===== src/core/ident_map.svh =====
// Register map, field positions, reset values and codes of the identification unit
//
// Operation
// - Divide of five by two leaves every undefined arithmetic flag at its prior value.
// - Two 8-bit identification registers sit at configuration indexes FEh and FFh.
// - First identification register bits 7:4 return a fixed hardwired family code.
// - First identification register bits 3:0 encode the core-to-bus clock ratio.
// - Second identification register returns a hardwired stepping code.
// - Identity instruction enable is bit 7 of control register four, reset one.
// - Opcode 0FA2h is the identity instruction; EAX selects the leaf.
// - Leaf 0 writes 1 into EAX as the highest supported leaf.
// - Leaf 0 returns twelve vendor characters in EBX, EDX, ECX, low byte first.
// - Leaf 1 loads EAX 7:0 with 00h and EAX 15:8 with the family.
// - Leaf 1 loads EDX with the feature word 0080A135h.
// - Other leaves leave EAX, EBX, ECX and EDX undefined.
// - Indexes FC to FFh are reachable whatever the map-enable field holds.
`ifndef IDENT_MAP_SVH
`define IDENT_MAP_SVH

`define PORT_INDEX 8'h22
`define PORT_DATA 8'h23
`define IDX_CTRL_FOUR 8'hE8
`define IDX_CTRL_THREE 8'hC3
`define IDX_IDENT_0 8'hFE
`define IDX_IDENT_1 8'hFF
`define IDX_ALWAYS_LO 8'hC0
`define IDX_ALWAYS_HI 8'hCF
`define IDX_TOP_LO 8'hFC
`define CFG_MAP_LSB 0
`define CFG_MAP_OPEN 4'h1
`define CTRL_FOUR_RESET 8'h80
`define CTRL_FOUR_ID_BIT 7
`define OPCODE_IDENT 16'h0FA2
`define OPCODE_DIV 16'h00F7
`define LEAF_VENDOR 32'h0000_0000
`define LEAF_FEATURE 32'h0000_0001
`define LEAF_MAX 32'h0000_0001
`define FEATURE_WORD 32'h0080_A135
`define MODEL_BYTE 8'h00
`define RATIO_DEFAULT 4'h1
// Arbitrary neutral identity values
`define FAMILY_CODE 4'hA
`define FAMILY_WORD 8'h0A
`define STEPPING_CODE 8'h10
`define VENDOR_B 32'h6F4E_6547
`define VENDOR_D 32'h6369_7265
`define VENDOR_C 32'h5550_4320

`endif


===== src/core/ident_pkg.sv =====
// Types shared by the identification unit
package ident_pkg;
    typedef struct packed {
        logic [31:0] eax;
        logic [31:0] ebx;
        logic [31:0] ecx;
        logic [31:0] edx;
    } gpr_set_t;

    typedef struct packed {
        logic valid;
        logic [15:0] opcode;
        logic [31:0] eax_in;
        logic [31:0] flags_in;
    } exec_req_t;

    typedef struct packed {
        logic valid;
        logic write;
        logic [7:0] port;
        logic [7:0] wdata;
    } io_req_t;

    typedef enum logic [2:0] {
        ST_IDLE = 3'b001,
        ST_INDEXED = 3'b010,
        ST_DONE = 3'b100
    } cfg_state_t;

    typedef struct packed {
        cfg_state_t state;
        logic [7:0] index;
        logic [7:0] ctrl_four;
        logic [7:0] ctrl_three;
        logic [7:0] rdata;
        logic claimed;
        logic ident_enable;
        gpr_set_t gpr;
        logic [31:0] flags;
        logic res_valid;
        logic ident_fault;
    } ident_state_t;
endpackage : ident_pkg


===== src/core/cpu_ident_unit.sv =====
// Identification logic: identity instruction, identification and control registers
`timescale 1ns/1ps
`default_nettype none
`include "ident_map.svh"

module cpu_ident_unit #(
    parameter logic [3:0] RATIO_CODE = `RATIO_DEFAULT
) (
    input wire logic CLK,
    input wire logic RST,
    input wire ident_pkg::io_req_t IO_REQ,
    output logic [7:0] IO_RDATA,
    output logic IO_CLAIMED,
    input wire ident_pkg::exec_req_t EXEC_REQ,
    output ident_pkg::gpr_set_t RESULT,
    output logic [31:0] FLAGS_OUT,
    output logic RESULT_VALID,
    output logic IDENT_FAULT,
    output logic IDENT_ENABLED
);
    import ident_pkg::*;

    ident_state_t s_reg;
    ident_state_t s_next;
    logic [7:0] ident_0;
    logic map_open;
    logic reachable;

    // ****************************************
    // Hardwired identification value and index reachability
    // ****************************************
    assign ident_0 = {`FAMILY_CODE, RATIO_CODE};
    assign map_open = (s_reg.ctrl_three[`CFG_MAP_LSB +: 4] == `CFG_MAP_OPEN);

    always_comb begin
        reachable = map_open;
        if (s_reg.index >= `IDX_ALWAYS_LO && s_reg.index <= `IDX_ALWAYS_HI) begin
            reachable = 1'b1;
        end
        if (s_reg.index >= `IDX_TOP_LO) begin
            reachable = 1'b1;
        end
    end

    // ****************************************
    // Next state
    // ****************************************
    always_comb begin
        s_next = s_reg;
        s_next.claimed = 1'b0;
        s_next.res_valid = 1'b0;
        s_next.ident_fault = 1'b0;
        // Index then data through the two ports
        if (IO_REQ.valid) begin
            if (IO_REQ.port == `PORT_INDEX && IO_REQ.write) begin
                s_next.index = IO_REQ.wdata;
                s_next.state = ST_INDEXED;
            end else if (IO_REQ.port == `PORT_DATA) begin
                case (s_reg.state)
                    ST_INDEXED: begin
                        s_next.state = ST_DONE;  // fresh index needed
                        if (reachable) begin
                            s_next.claimed = 1'b1;
                            if (IO_REQ.write) begin
                                case (s_reg.index)
                                    `IDX_CTRL_FOUR: s_next.ctrl_four = IO_REQ.wdata;
                                    `IDX_CTRL_THREE: s_next.ctrl_three = IO_REQ.wdata;
                                    default: ;  // Identification writes dropped
                                endcase
                            end else begin
                                case (s_reg.index)
                                    `IDX_IDENT_0: s_next.rdata = ident_0;
                                    `IDX_IDENT_1: s_next.rdata = `STEPPING_CODE;
                                    `IDX_CTRL_FOUR: s_next.rdata = s_reg.ctrl_four;
                                    `IDX_CTRL_THREE: s_next.rdata = s_reg.ctrl_three;
                                    default: s_next.rdata = 8'h00;
                                endcase
                            end
                        end
                    end
                    ST_IDLE, ST_DONE: ;
                    default: s_next.state = ST_IDLE;
                endcase
            end
        end
        s_next.ident_enable = s_next.ctrl_four[`CTRL_FOUR_ID_BIT];

        // Instruction execution
        if (EXEC_REQ.valid) begin
            s_next.flags = EXEC_REQ.flags_in;
            if (EXEC_REQ.opcode == `OPCODE_IDENT) begin
                if (!s_reg.ident_enable) begin
                    s_next.ident_fault = 1'b1;
                end else begin
                    s_next.res_valid = 1'b1;
                    if (EXEC_REQ.eax_in == `LEAF_VENDOR) begin
                        s_next.gpr.eax = `LEAF_MAX;
                        s_next.gpr.ebx = `VENDOR_B;
                        s_next.gpr.edx = `VENDOR_D;
                        s_next.gpr.ecx = `VENDOR_C;
                    end else if (EXEC_REQ.eax_in == `LEAF_FEATURE) begin
                        s_next.gpr.eax = {16'h0000, `FAMILY_WORD, `MODEL_BYTE};
                        s_next.gpr.edx = `FEATURE_WORD;
                    end
                    // Other leaves keep prior contents
                end
            end else if (EXEC_REQ.opcode == `OPCODE_DIV) begin
                s_next.res_valid = 1'b1;
                s_next.flags = EXEC_REQ.flags_in;  // Undefined flags unchanged
            end
        end
    end

    always_ff @(posedge CLK) begin
        if (RST) begin
            s_reg <= '0;
            s_reg.state <= ST_IDLE;
            s_reg.ctrl_four <= `CTRL_FOUR_RESET;
            s_reg.ident_enable <= 1'b1;
        end else begin
            s_reg <= s_next;
        end
    end

    assign IO_RDATA = s_reg.rdata;
    assign IO_CLAIMED = s_reg.claimed;
    assign RESULT = s_reg.gpr;
    assign FLAGS_OUT = s_reg.flags;
    assign RESULT_VALID = s_reg.res_valid;
    assign IDENT_FAULT = s_reg.ident_fault;
    assign IDENT_ENABLED = s_reg.ident_enable;
endmodule : cpu_ident_unit
`default_nettype wire


===== config.mk =====
export PLATFORM = sky130hd
export DESIGN_NAME = cpu_ident_unit
export DESIGN_NICKNAME = d
export VERILOG_FILES = /design/src/core/ident_pkg.sv /design/src/core/cpu_ident_unit.sv
export VERILOG_INCLUDE_DIRS = /design/src /design/src/core
export SDC_FILE = /design/constraint.sdc
export NUM_CORES = 1
export LEC_CHECK = 0
export BUFFER_PORTS_ARGS = -buffer_cell sky130_fd_sc_hd__buf_2
export CAP_MARGIN = 10
export CORE_MARGIN = 2
export CORE_UTILIZATION = 40
export DETAILED_ROUTE_END_ITERATION = 12
export GPL_TIMING_DRIVEN = 0
export PLACE_DENSITY = 0.75
export SYNTH_ARGS = -nofsm -noshare
export SYNTH_HDL_FRONTEND = slang
export SYNTH_SLANG_ARGS = --single-unit
export TNS_END_PERCENT = 50

===== constraint.sdc =====
create_clock -name CLK -period 5.35 [get_ports CLK]
set_input_delay 0.2675 -clock CLK [delete_from_list [all_inputs] [get_ports CLK]]
set_output_delay 0.2675 -clock CLK [all_outputs]
set_load 0.05 [all_outputs]

# --- Word-level counts from Yosys, hierarchy flattened ---
# Index checks and enable logic that the tools add are counted.
totals:
  ff_bits: 136
  inputBits: 101
classes:
  magnitude_cmp: 3
  eq_ne: 14
  mux: 15
  n_bitwise: 7
  reduce_logical: 16
op_table:
  columns: ["cell", "count"]
  rows:
  - ["32-bit two-way mux", 4]
  - ["32-bit by 1-bit == test with 1-bit output (second input constant)", 1]
  - ["8-bit == test (second input constant)", 4]
  - ["32-bit zero test", 1]
  - ["8-bit one-hot mux with 4 select lines", 1]
  - ["16-bit by 12-bit == test with 1-bit output (second input constant)", 1]
  - ["16-bit by 8-bit == test with 1-bit output (second input constant)", 1]
  - ["8-bit by 6-bit == test with 1-bit output (second input constant)", 2]
  - ["8-bit >= comparator (second input constant)", 2]
  - ["7-bit AND reduction", 2]
  - ["8-bit less-or-equal comparator (second input constant)", 1]
  - ["4-bit AND reduction", 2]
  - ["1-bit two-way mux", 7]
  - ["1-bit inverter", 7]
  - ["3-bit two-way mux", 2]
  - ["3-bit one-hot mux with 2 select lines", 1]
  - ["6-bit AND reduction", 1]
  - ["5-bit OR reduction", 1]
  - ["4-bit by 1-bit == test with 1-bit output (second input constant)", 1]
  - ["2-bit nonzero test", 2]
  - ["2-bit OR reduction", 2]
  - ["3-bit by 1-bit == test with 1-bit output (second input constant)", 1]
  - ["3-bit by 2-bit == test with 1-bit output (second input constant)", 1]
  - ["3-bit == test (second input constant)", 1]
  - ["other kinds (5)", 6]

# --- Longest topological paths before layout ---
# Gate-level depths: netlist (run 1).
logic_depth:
  ltp_word: 5
  ltp_mapped: 6
  depth_no_buf: 5

# --- Worst setup path before layout (run 1) ---
# Ideal clock, no wire load.
synth_path:
  kind: "reg2reg"
  startpoint: "register s_reg[192] in the netlist's numbering"
  endpoint: "register s_reg[187] in the netlist's numbering"
  t_arrival_ps: 1732
  t_required_ps: 5230
  setup_slack_ps: 3498
  path_stages_with_launch: 7
  period_less_slack_ps: 1852
  cell_sequence: "dfxtp_1 > or4_4 > nor2_8 > nor4b_2 > buf_6 > nor2b_2 > a211o_1"
synth_via:
  elab_chain_len: 5
  word_cells_on_any_way: 8
  cone_classes: "3 x order compare; 1 x eq/ne; 2 x mux; 2 x reduce/logical"
synth_lines:
  columns: ["item", "line", "rtl"]
  rows:
  - ["from (decl)", "cpu_ident_unit.sv:23", "ident_state_t s_reg;"]
  - ["from (signal assigned)", "cpu_ident_unit.sv:121", "s_reg <= s_next;"]
  - ["8-bit >= comparator (no line) or 8-bit less-or-equal comparator (tied branches)", null, null]
  - ["1-bit logical AND (no line)", null, null]
  - ["1-bit two-way mux", "cpu_ident_unit.sv:37", "if (s_reg.index >= `IDX_ALWAYS_LO && s_reg.index <= `IDX_ALWAYS_HI) begin"]
  - ["1-bit two-way mux", "cpu_ident_unit.sv:40", "if (s_reg.index >= `IDX_TOP_LO) begin"]
  - ["7-bit AND reduction (no line) (*)", null, null]
# Mark *: on every way between the ends. The rest lies on a longest branch, timed or not.
# A chain may end at the register's enable or synchronous reset.

# --- Worst setup path in the final report (run 1) ---
layout_path:
  startpoint: "register s_reg[173] in the netlist's numbering"
  endpoint: "register s_reg[177] in the netlist's numbering"
layout_via:
  elab_chain_len: 4
layout_lines:
  columns: ["item", "line"]
  rows:
  - ["4-bit by 1-bit == test with 1-bit output (no line)", null]
  - ["1-bit two-way mux", "cpu_ident_unit.sv:37"]
  - ["1-bit two-way mux", "cpu_ident_unit.sv:40"]
  - ["7-bit AND reduction (no line)", null]
# Every way passes these cells.

==> impl_metrics.py, run 1 <==
metrics = {
    "grt": {
        "grt_pass1_wl_um": 17200,
        "track_usage_pct": 18.8,
        "antenna_found_initial": 0,
        "grt-ovfl-total": 0,
        "grt_pass1_vias": 3485,
        "grt_max_degree": 30,
    },
    "status": {
        "status": "complete, no violations",
    },
    "sta": {
        "rsz0062_at_grt": "no",
        "fmax_mhz": 467,
        "finalClockSkew_ps": 6.79,
        "setup_viol": 0,
        "maxSlewViolCount": 0,
        "fin_crit_sh_pct": 40.1,
        "slew_headroom_pct": 39.2,
        "worst_pin_slew_ps": 911,
        "tns_ps": 0,
        "min_period_ps": 2140,
        "hold_viol": 0,
    },
    "detailed_routing": {
        "drtIter0Drc": 153,
        "dr_total_vias": 3707,
        "drt-total-wl_um": 11500,
        "dr.pass1.iters": 4,
        "drc": 0,
        "vias_per_cell": 4.17,
        "final_antenna_net_count": 0,
        "routedWlPerCell_um": 12.9,
    },
    "clock_tree": {
        "ctsResizeCount": 0,
        "clock_latency_ps": 350,
        "cts_setup_buffers": 0,
        "clock-sinks": 74,
        "htreeDepth": 3,
        "tritoncts": "yes",
        "cts_buffers": 9,
        "cts_root_buf": "clkbuf_8",
        "clkTransAtPathRegs_ps": 80,
        "cts-hold-fix-buffers": 0,
        "cts_buffer_depth": 2,
    },
    "layout": {
        "diodes": 0,
        "largest_register_ffs": 32,
        "nFillCells": 954,
        "multiInputGateArea_mm2": 0.00180,
        "nets": 850,
        "regArea_mm2": 0.00148,
        "area_growth_pct": 37.5,
        "final_common_cell": "buf_2",
        "drive_gt1_share_pct": 53.6,
        "mostFrequentLayoutCells": "buf_2, buf_4, conb_1",
    },
    "synth": {
        "ys_seq_area_share_pct": 34.2,
        "synth_flop_cell": "dfxtp_1",
        "syn_area_per_cell_um2": 9.23,
        "netlist_area_mm2": 0.00433,
        "ys_ff_latch": 74,
        "synthTopCellsByArea": "dfxtp_1, buf_4, mux2i_1",
        "yosysTopAreaCell": "dfxtp_1",
        "synth_edf_count": 0,
        "synth_warnings": 0,
        "synth.distinct_cells": 50,
        "synth_top_area_share_pct": 34.2,
        "synth_cells": 469,
        "ys_async_sr_fraction_pct": 0,
    },
    "place": {
        "io_buffers": 193,
        "dp_hpwl_um": 9540,
        "gp_congestion": 0.889,
    },
    "die": {
        "die_w_um": 108,
        "core_area_mm2": 0.0104,
        "io_pins": 273,
        "die_h_um": 108,
        "rows": 37,
        "dieArea_mm2": 0.0117,
        "start_util_pct": 41.6,
    },
    "pwr": {
        "internal-power_mw": 0.902,
        "clock_power_share_pct": 32.9,
        "powerDensity_mw_per_mm2": 227,
        "p_comb_share_pct": 24.8,
        "p_leak_nw": 3.33,
        "power_mw": 1.35,
        "switching_share_pct": 33.4,
        "peakVddDrop_mv": 0.159,
        "power.share.sequential_pct": 42.3,
        "p_sw_mw": 0.452,
    },
    "critical_path": {
        "path_class": "reg2reg",
        "critPathCaptureType": "flip-flop",
        "start_kind": "flip-flop",
        "arrival_ps": 2360,
        "rrSetupSlack_ps": 3210,
        "path_max_fanout": 8,
        "required_ps": 5570,
    },
    "min_path": {
        "hold_path.class": "in2reg",
    },
    "job": {
        "max_cap_viol_count": 0,
    },
}
[path summary, 6_finish.rpt]
path / cells past startpoint / start / to
worst max-delay path: 5 / s_reg[173]$_SDFFE_PP0P_ / s_reg[177]$_SDFFE_PP0P_
worst min-delay path: 2 / EXEC_REQ[32] / RESULT[96]$_SDFFE_PP0P_
worst max register to register: 5 / s_reg[173]$_SDFFE_PP0P_ / s_reg[177]$_SDFFE_PP0P_
worst min register to register: 2 / IO_RDATA[0]$_SDFFE_PP0P_ / IO_RDATA[0]$_SDFFE_PP0P_
[power groups by stage]
stage          logic (mW)  clock network, mW  registers (mW)
3_3_place_gp        0.330                  0           0.585
6_report            0.336              0.446           0.573
2_1_floorplan       0.269                  0           0.583
3_5_place_dp        0.333                  0           0.585
4_1_cts             0.334              0.456           0.573
5_1_grt             0.353              0.478           0.574
[worst max-delay path: stages, from the launching register on]
cell      delay, ps
dfxtp_1         330
nor4b_1         420
a311oi_2        170
nor4_4          770
mux2i_1         270
nor2_1           50
[through the flow]
step | cells | hold WS, ps | cell area [um^2] | utilization, % | setup WS, ps
after floorplan | 545 | 363 | 4610 | - | 3500
after global placement | 874 | 461 | 5750 | 55.2 | 3210
after detailed placement | 874 | 462 | 5750 | 55.2 | 3220
after CTS | 890 | 126 | 5950 | 57.2 | 3210
after global routing | 890 | 130 | 5950 | 57.2 | 3050
final | 890 | 138 | 5950 | 57.2 | 3210
[cells by family (layout without fill, tap and decap cells)]
logic type | after synthesis | in the layout | synth area share, %
mux | 56 | 56 | 12.9
flops | 74 | 74 | 34.2
simple gates | 123 | 123 | 16.5
buf+inv | 185 | 394 | 30.9
other cells | 1 | 77 | 0.0866
compound gates | 30 | 30 | 5.40
[layout make-up]
type                       count  share of cell area [%]
sequential                    74                    24.9
multi-input combinational    286                    30.2
timing repair buffer         193                    16.2
buffer                       184                    22.4
inverter                       1                  0.0631
tap                          136                    2.86
clock inverter                 6                    1.09
clock buffer                  10                    2.31
[synthesized netlist by cell type, types with 2 or more instances]
master	n
buf_4	169
dfxtp_1	74
nor2_1	66
mux2i_1	56
nor4_1	11
clkbuf_1	9
a21oi_1	8
nand3_1	7
buf_1	5
nand2b_1	5
a22oi_1	4
nand4_1	4
a211oi_1	3
a221o_2	3
nor3_1	3
a211oi_2	2
and4_1	2
and4bb_2	2
nand2_1	2
nor4_2	2
o21ai_0	2
or2_2	2
[layer usage]
layer / track usage, % / share of wire (%) / wire length [um] / vias up
met1: 22.0 / 40 / 4600 / 1627
met2: 33.3 / 50 / 5760 / 159
met3: 4.70 / 8.0 / 912 / 18
met4: 6.78 / 1.7 / 197 / 0
li1: - / - / - / 1903
met5: 0 / 0 / 0 / -
(Power assumes the default switching activity.)
==> run 2: changes to the inputs <==
Clock period 5.35 ns to 2.15 ns, I/O delays scaled along.
==> impl_metrics.py, run 2 (synthesis results as in run 1) <==
metrics = {
    "critical_path": {
        "path_delay_family": "simple AND/OR/NAND/NOR gates",
        "crit_slowest_cell": "nor4_4",
        "path_max_fanout": 10,
        "rrSetupSlack_ps": 140,
        "arrival_ps": 2280,
        "max_stage_delay_ps": 480,
        "rr_startpoint": "s_reg[173]$_SDFFE_PP0P_",
        "path_class": "reg2reg",
        "start_kind": "flip-flop",
        "worstReg2RegEnd": "IO_RDATA[3]$_SDFFE_PP0P_",
        "critPathCaptureType": "flip-flop",
        "reg2reg_depth": 6,
        "crit_buf_inv": 1,
        "cp_cell_sequence": "nor4b_1 > a311oi_2 > nor4_4 > buf_4 > nor2_1 > a211oi_2",
        "required_ps": 2420,
    },
    "sta": {
        "hold_slack_ps": 8.53,
        "setup_ws_ps": 142,
        "fmax_mhz": 498,
        "setup_viol": 0,
        "min_period_ps": 2010,
        "slew_headroom_pct": 39.3,
        "fin_crit_sh_pct": 93.4,
        "finalClockSkew_ps": 8.49,
        "hold_viol": 0,
        "maxSlewViolCount": 0,
        "worst_pin_slew_ps": 910,
    },
    "pwr": {
        "peakVddDrop_mv": 0.401,
        "p_leak_nw": 3.44,
        "powerDensity_mw_per_mm2": 550,
        "power_mw": 3.41,
    },
    "place": {
        "dp.cells": 874,
        "pre_cts_ws_ps": 53.4,
        "gp_congestion": 0.889,
        "dp_hpwl_um": 9540,
        "io_buffers": 193,
    },
    "grt": {
        "grt-ovfl-total": 0,
        "grt_max_degree": 30,
        "track_usage_pct": 19.4,
        "grt_pass1_wl_um": 17700,
        "grt_pass1_vias": 3627,
        "antenna_found_initial": 0,
    },
    "layout": {
        "largest_register_ffs": 32,
        "layoutNonFillerInstCount": 912,
        "nFillCells": 925,
        "area_growth_pct": 43.0,
        "final_common_cell": "buf_2",
        "drive_gt1_share_pct": 52.2,
        "mostFrequentLayoutCells": "buf_2, buf_4, conb_1",
        "nets": 872,
        "diodes": 0,
    },
    "die": {
        "io_pins": 273,
        "start_util_pct": 41.6,
        "die_h_um": 108,
        "rows": 37,
        "die_w_um": 108,
        "dieArea_mm2": 0.0117,
        "core_area_mm2": 0.0104,
    },
    "detailed_routing": {
        "dr.pass1.iters": 4,
        "dr_total_vias": 3779,
        "vias_per_cell": 4.14,
        "topRoutingLayerUsed": "met4",
        "routedWlPerCell_um": 13.0,
        "drc": 0,
        "drt-total-wl_um": 11900,
        "met2_length_um": 6060,
        "final_antenna_net_count": 0,
        "dr_wl_met3_um": 831,
        "met1_length_um": 4800,
        "drtIter0Drc": 140,
    },
    "job": {
        "max_cap_viol_count": 0,
    },
    "clock_tree": {
        "htreeDepth": 3,
        "cts_buffer_depth": 2,
        "cts_root_buf": "clkbuf_8",
        "tritoncts": "yes",
        "clkTransAtPathRegs_ps": 80,
        "clock-sinks": 74,
        "cts_buffers": 9,
        "clock_latency_ps": 350,
    },
    "status": {
        "status": "complete, no violations",
    },
    "min_path": {
        "whs_path_depth": 3,
        "hold_end": "FLAGS_OUT[24]$_SDFFE_PP0P_",
        "hold_path.class": "in2reg",
        "holdCritStartpoint": "EXEC_REQ[24]",
    },
}
==> run 2: worst min-delay path, stage by stage <==
cell	delay [ps]
buf_2	70
mux2i_1	60
nor2_1	80
==> run 2: power breakdown <==
group	switching, mW	internal (mW)
clock	0.543	0.570
sequential	0.0202	1.41
combinational	0.574	0.294
total	1.14	2.27
==> run 2: per-stage QoR <==
step,setup TNS (ps),utilization (%),instance area (um^2)
2_1_floorplan,0,-,4610
3_3_place_gp,0,55.2,5750
3_5_place_dp,0,55.2,5750
4_1_cts,0,59.2,6160
5_1_grt,-257,59.4,6190
6_report,0,59.4,6190
==> run 2: per-layer routing <==
| layer | vias to the layer above | GRT usage [%] |
|---|---|---|
| li1 | 1946 | - |
| met1 | 1666 | 22.4 |
| met2 | 150 | 34.7 |
| met3 | 17 | 4.64 |
| met4 | 0 | 7.14 |
| met5 | - | 0 |
==> run 2: final cells by class <==
class | count | area, um^2 | share of cell area, %
inverter | 1 | 3.75 | 0.0606
sequential | 74 | 1480 | 23.9
clock inverter | 6 | 65.1 | 1.05
tap | 136 | 170 | 2.75
clock buffer | 10 | 138 | 2.22
multi-input combinational | 286 | 1810 | 29.2
buffer | 184 | 1330 | 21.5
timing repair buffer | 215 | 1200 | 19.3
==> run 2: worst max path at each step <==
| stage | slack [ps] | endpoint | cells after the start | start |
|---|---|---|---|---|
| 2_1_floorplan | 300 | s_reg[187]$_SDFFE_PP1P_ | 6 | s_reg[192]$_SDFFE_PP0P_ |
| 3_3_place_gp | 150 | s_reg[176]$_SDFFE_PP0P_ | 5 | s_reg[173]$_SDFFE_PP0P_ |
| 3_5_place_dp | 50 | s_reg[177]$_SDFFE_PP0P_ | 5 | s_reg[173]$_SDFFE_PP0P_ |
| 4_1_cts | 7 | s_reg[177]$_SDFFE_PP0P_ | 5 | s_reg[173]$_SDFFE_PP0P_ |
| 5_1_grt | -60 | IO_RDATA[3]$_SDFFE_PP0P_ | 6 | s_reg[173]$_SDFFE_PP0P_ |
| 6_report | 140 | IO_RDATA[3]$_SDFFE_PP0P_ | 6 | s_reg[173]$_SDFFE_PP0P_ |
==> run 2: timing repair <==
item | CTS | global route
resized for setup | 0 | 1
endpoints found under the hold margin | 21 | 0
setup endpoints to repair | 0 | 15
hold buffers | 21 | 0
setup buffers | 0 | 1
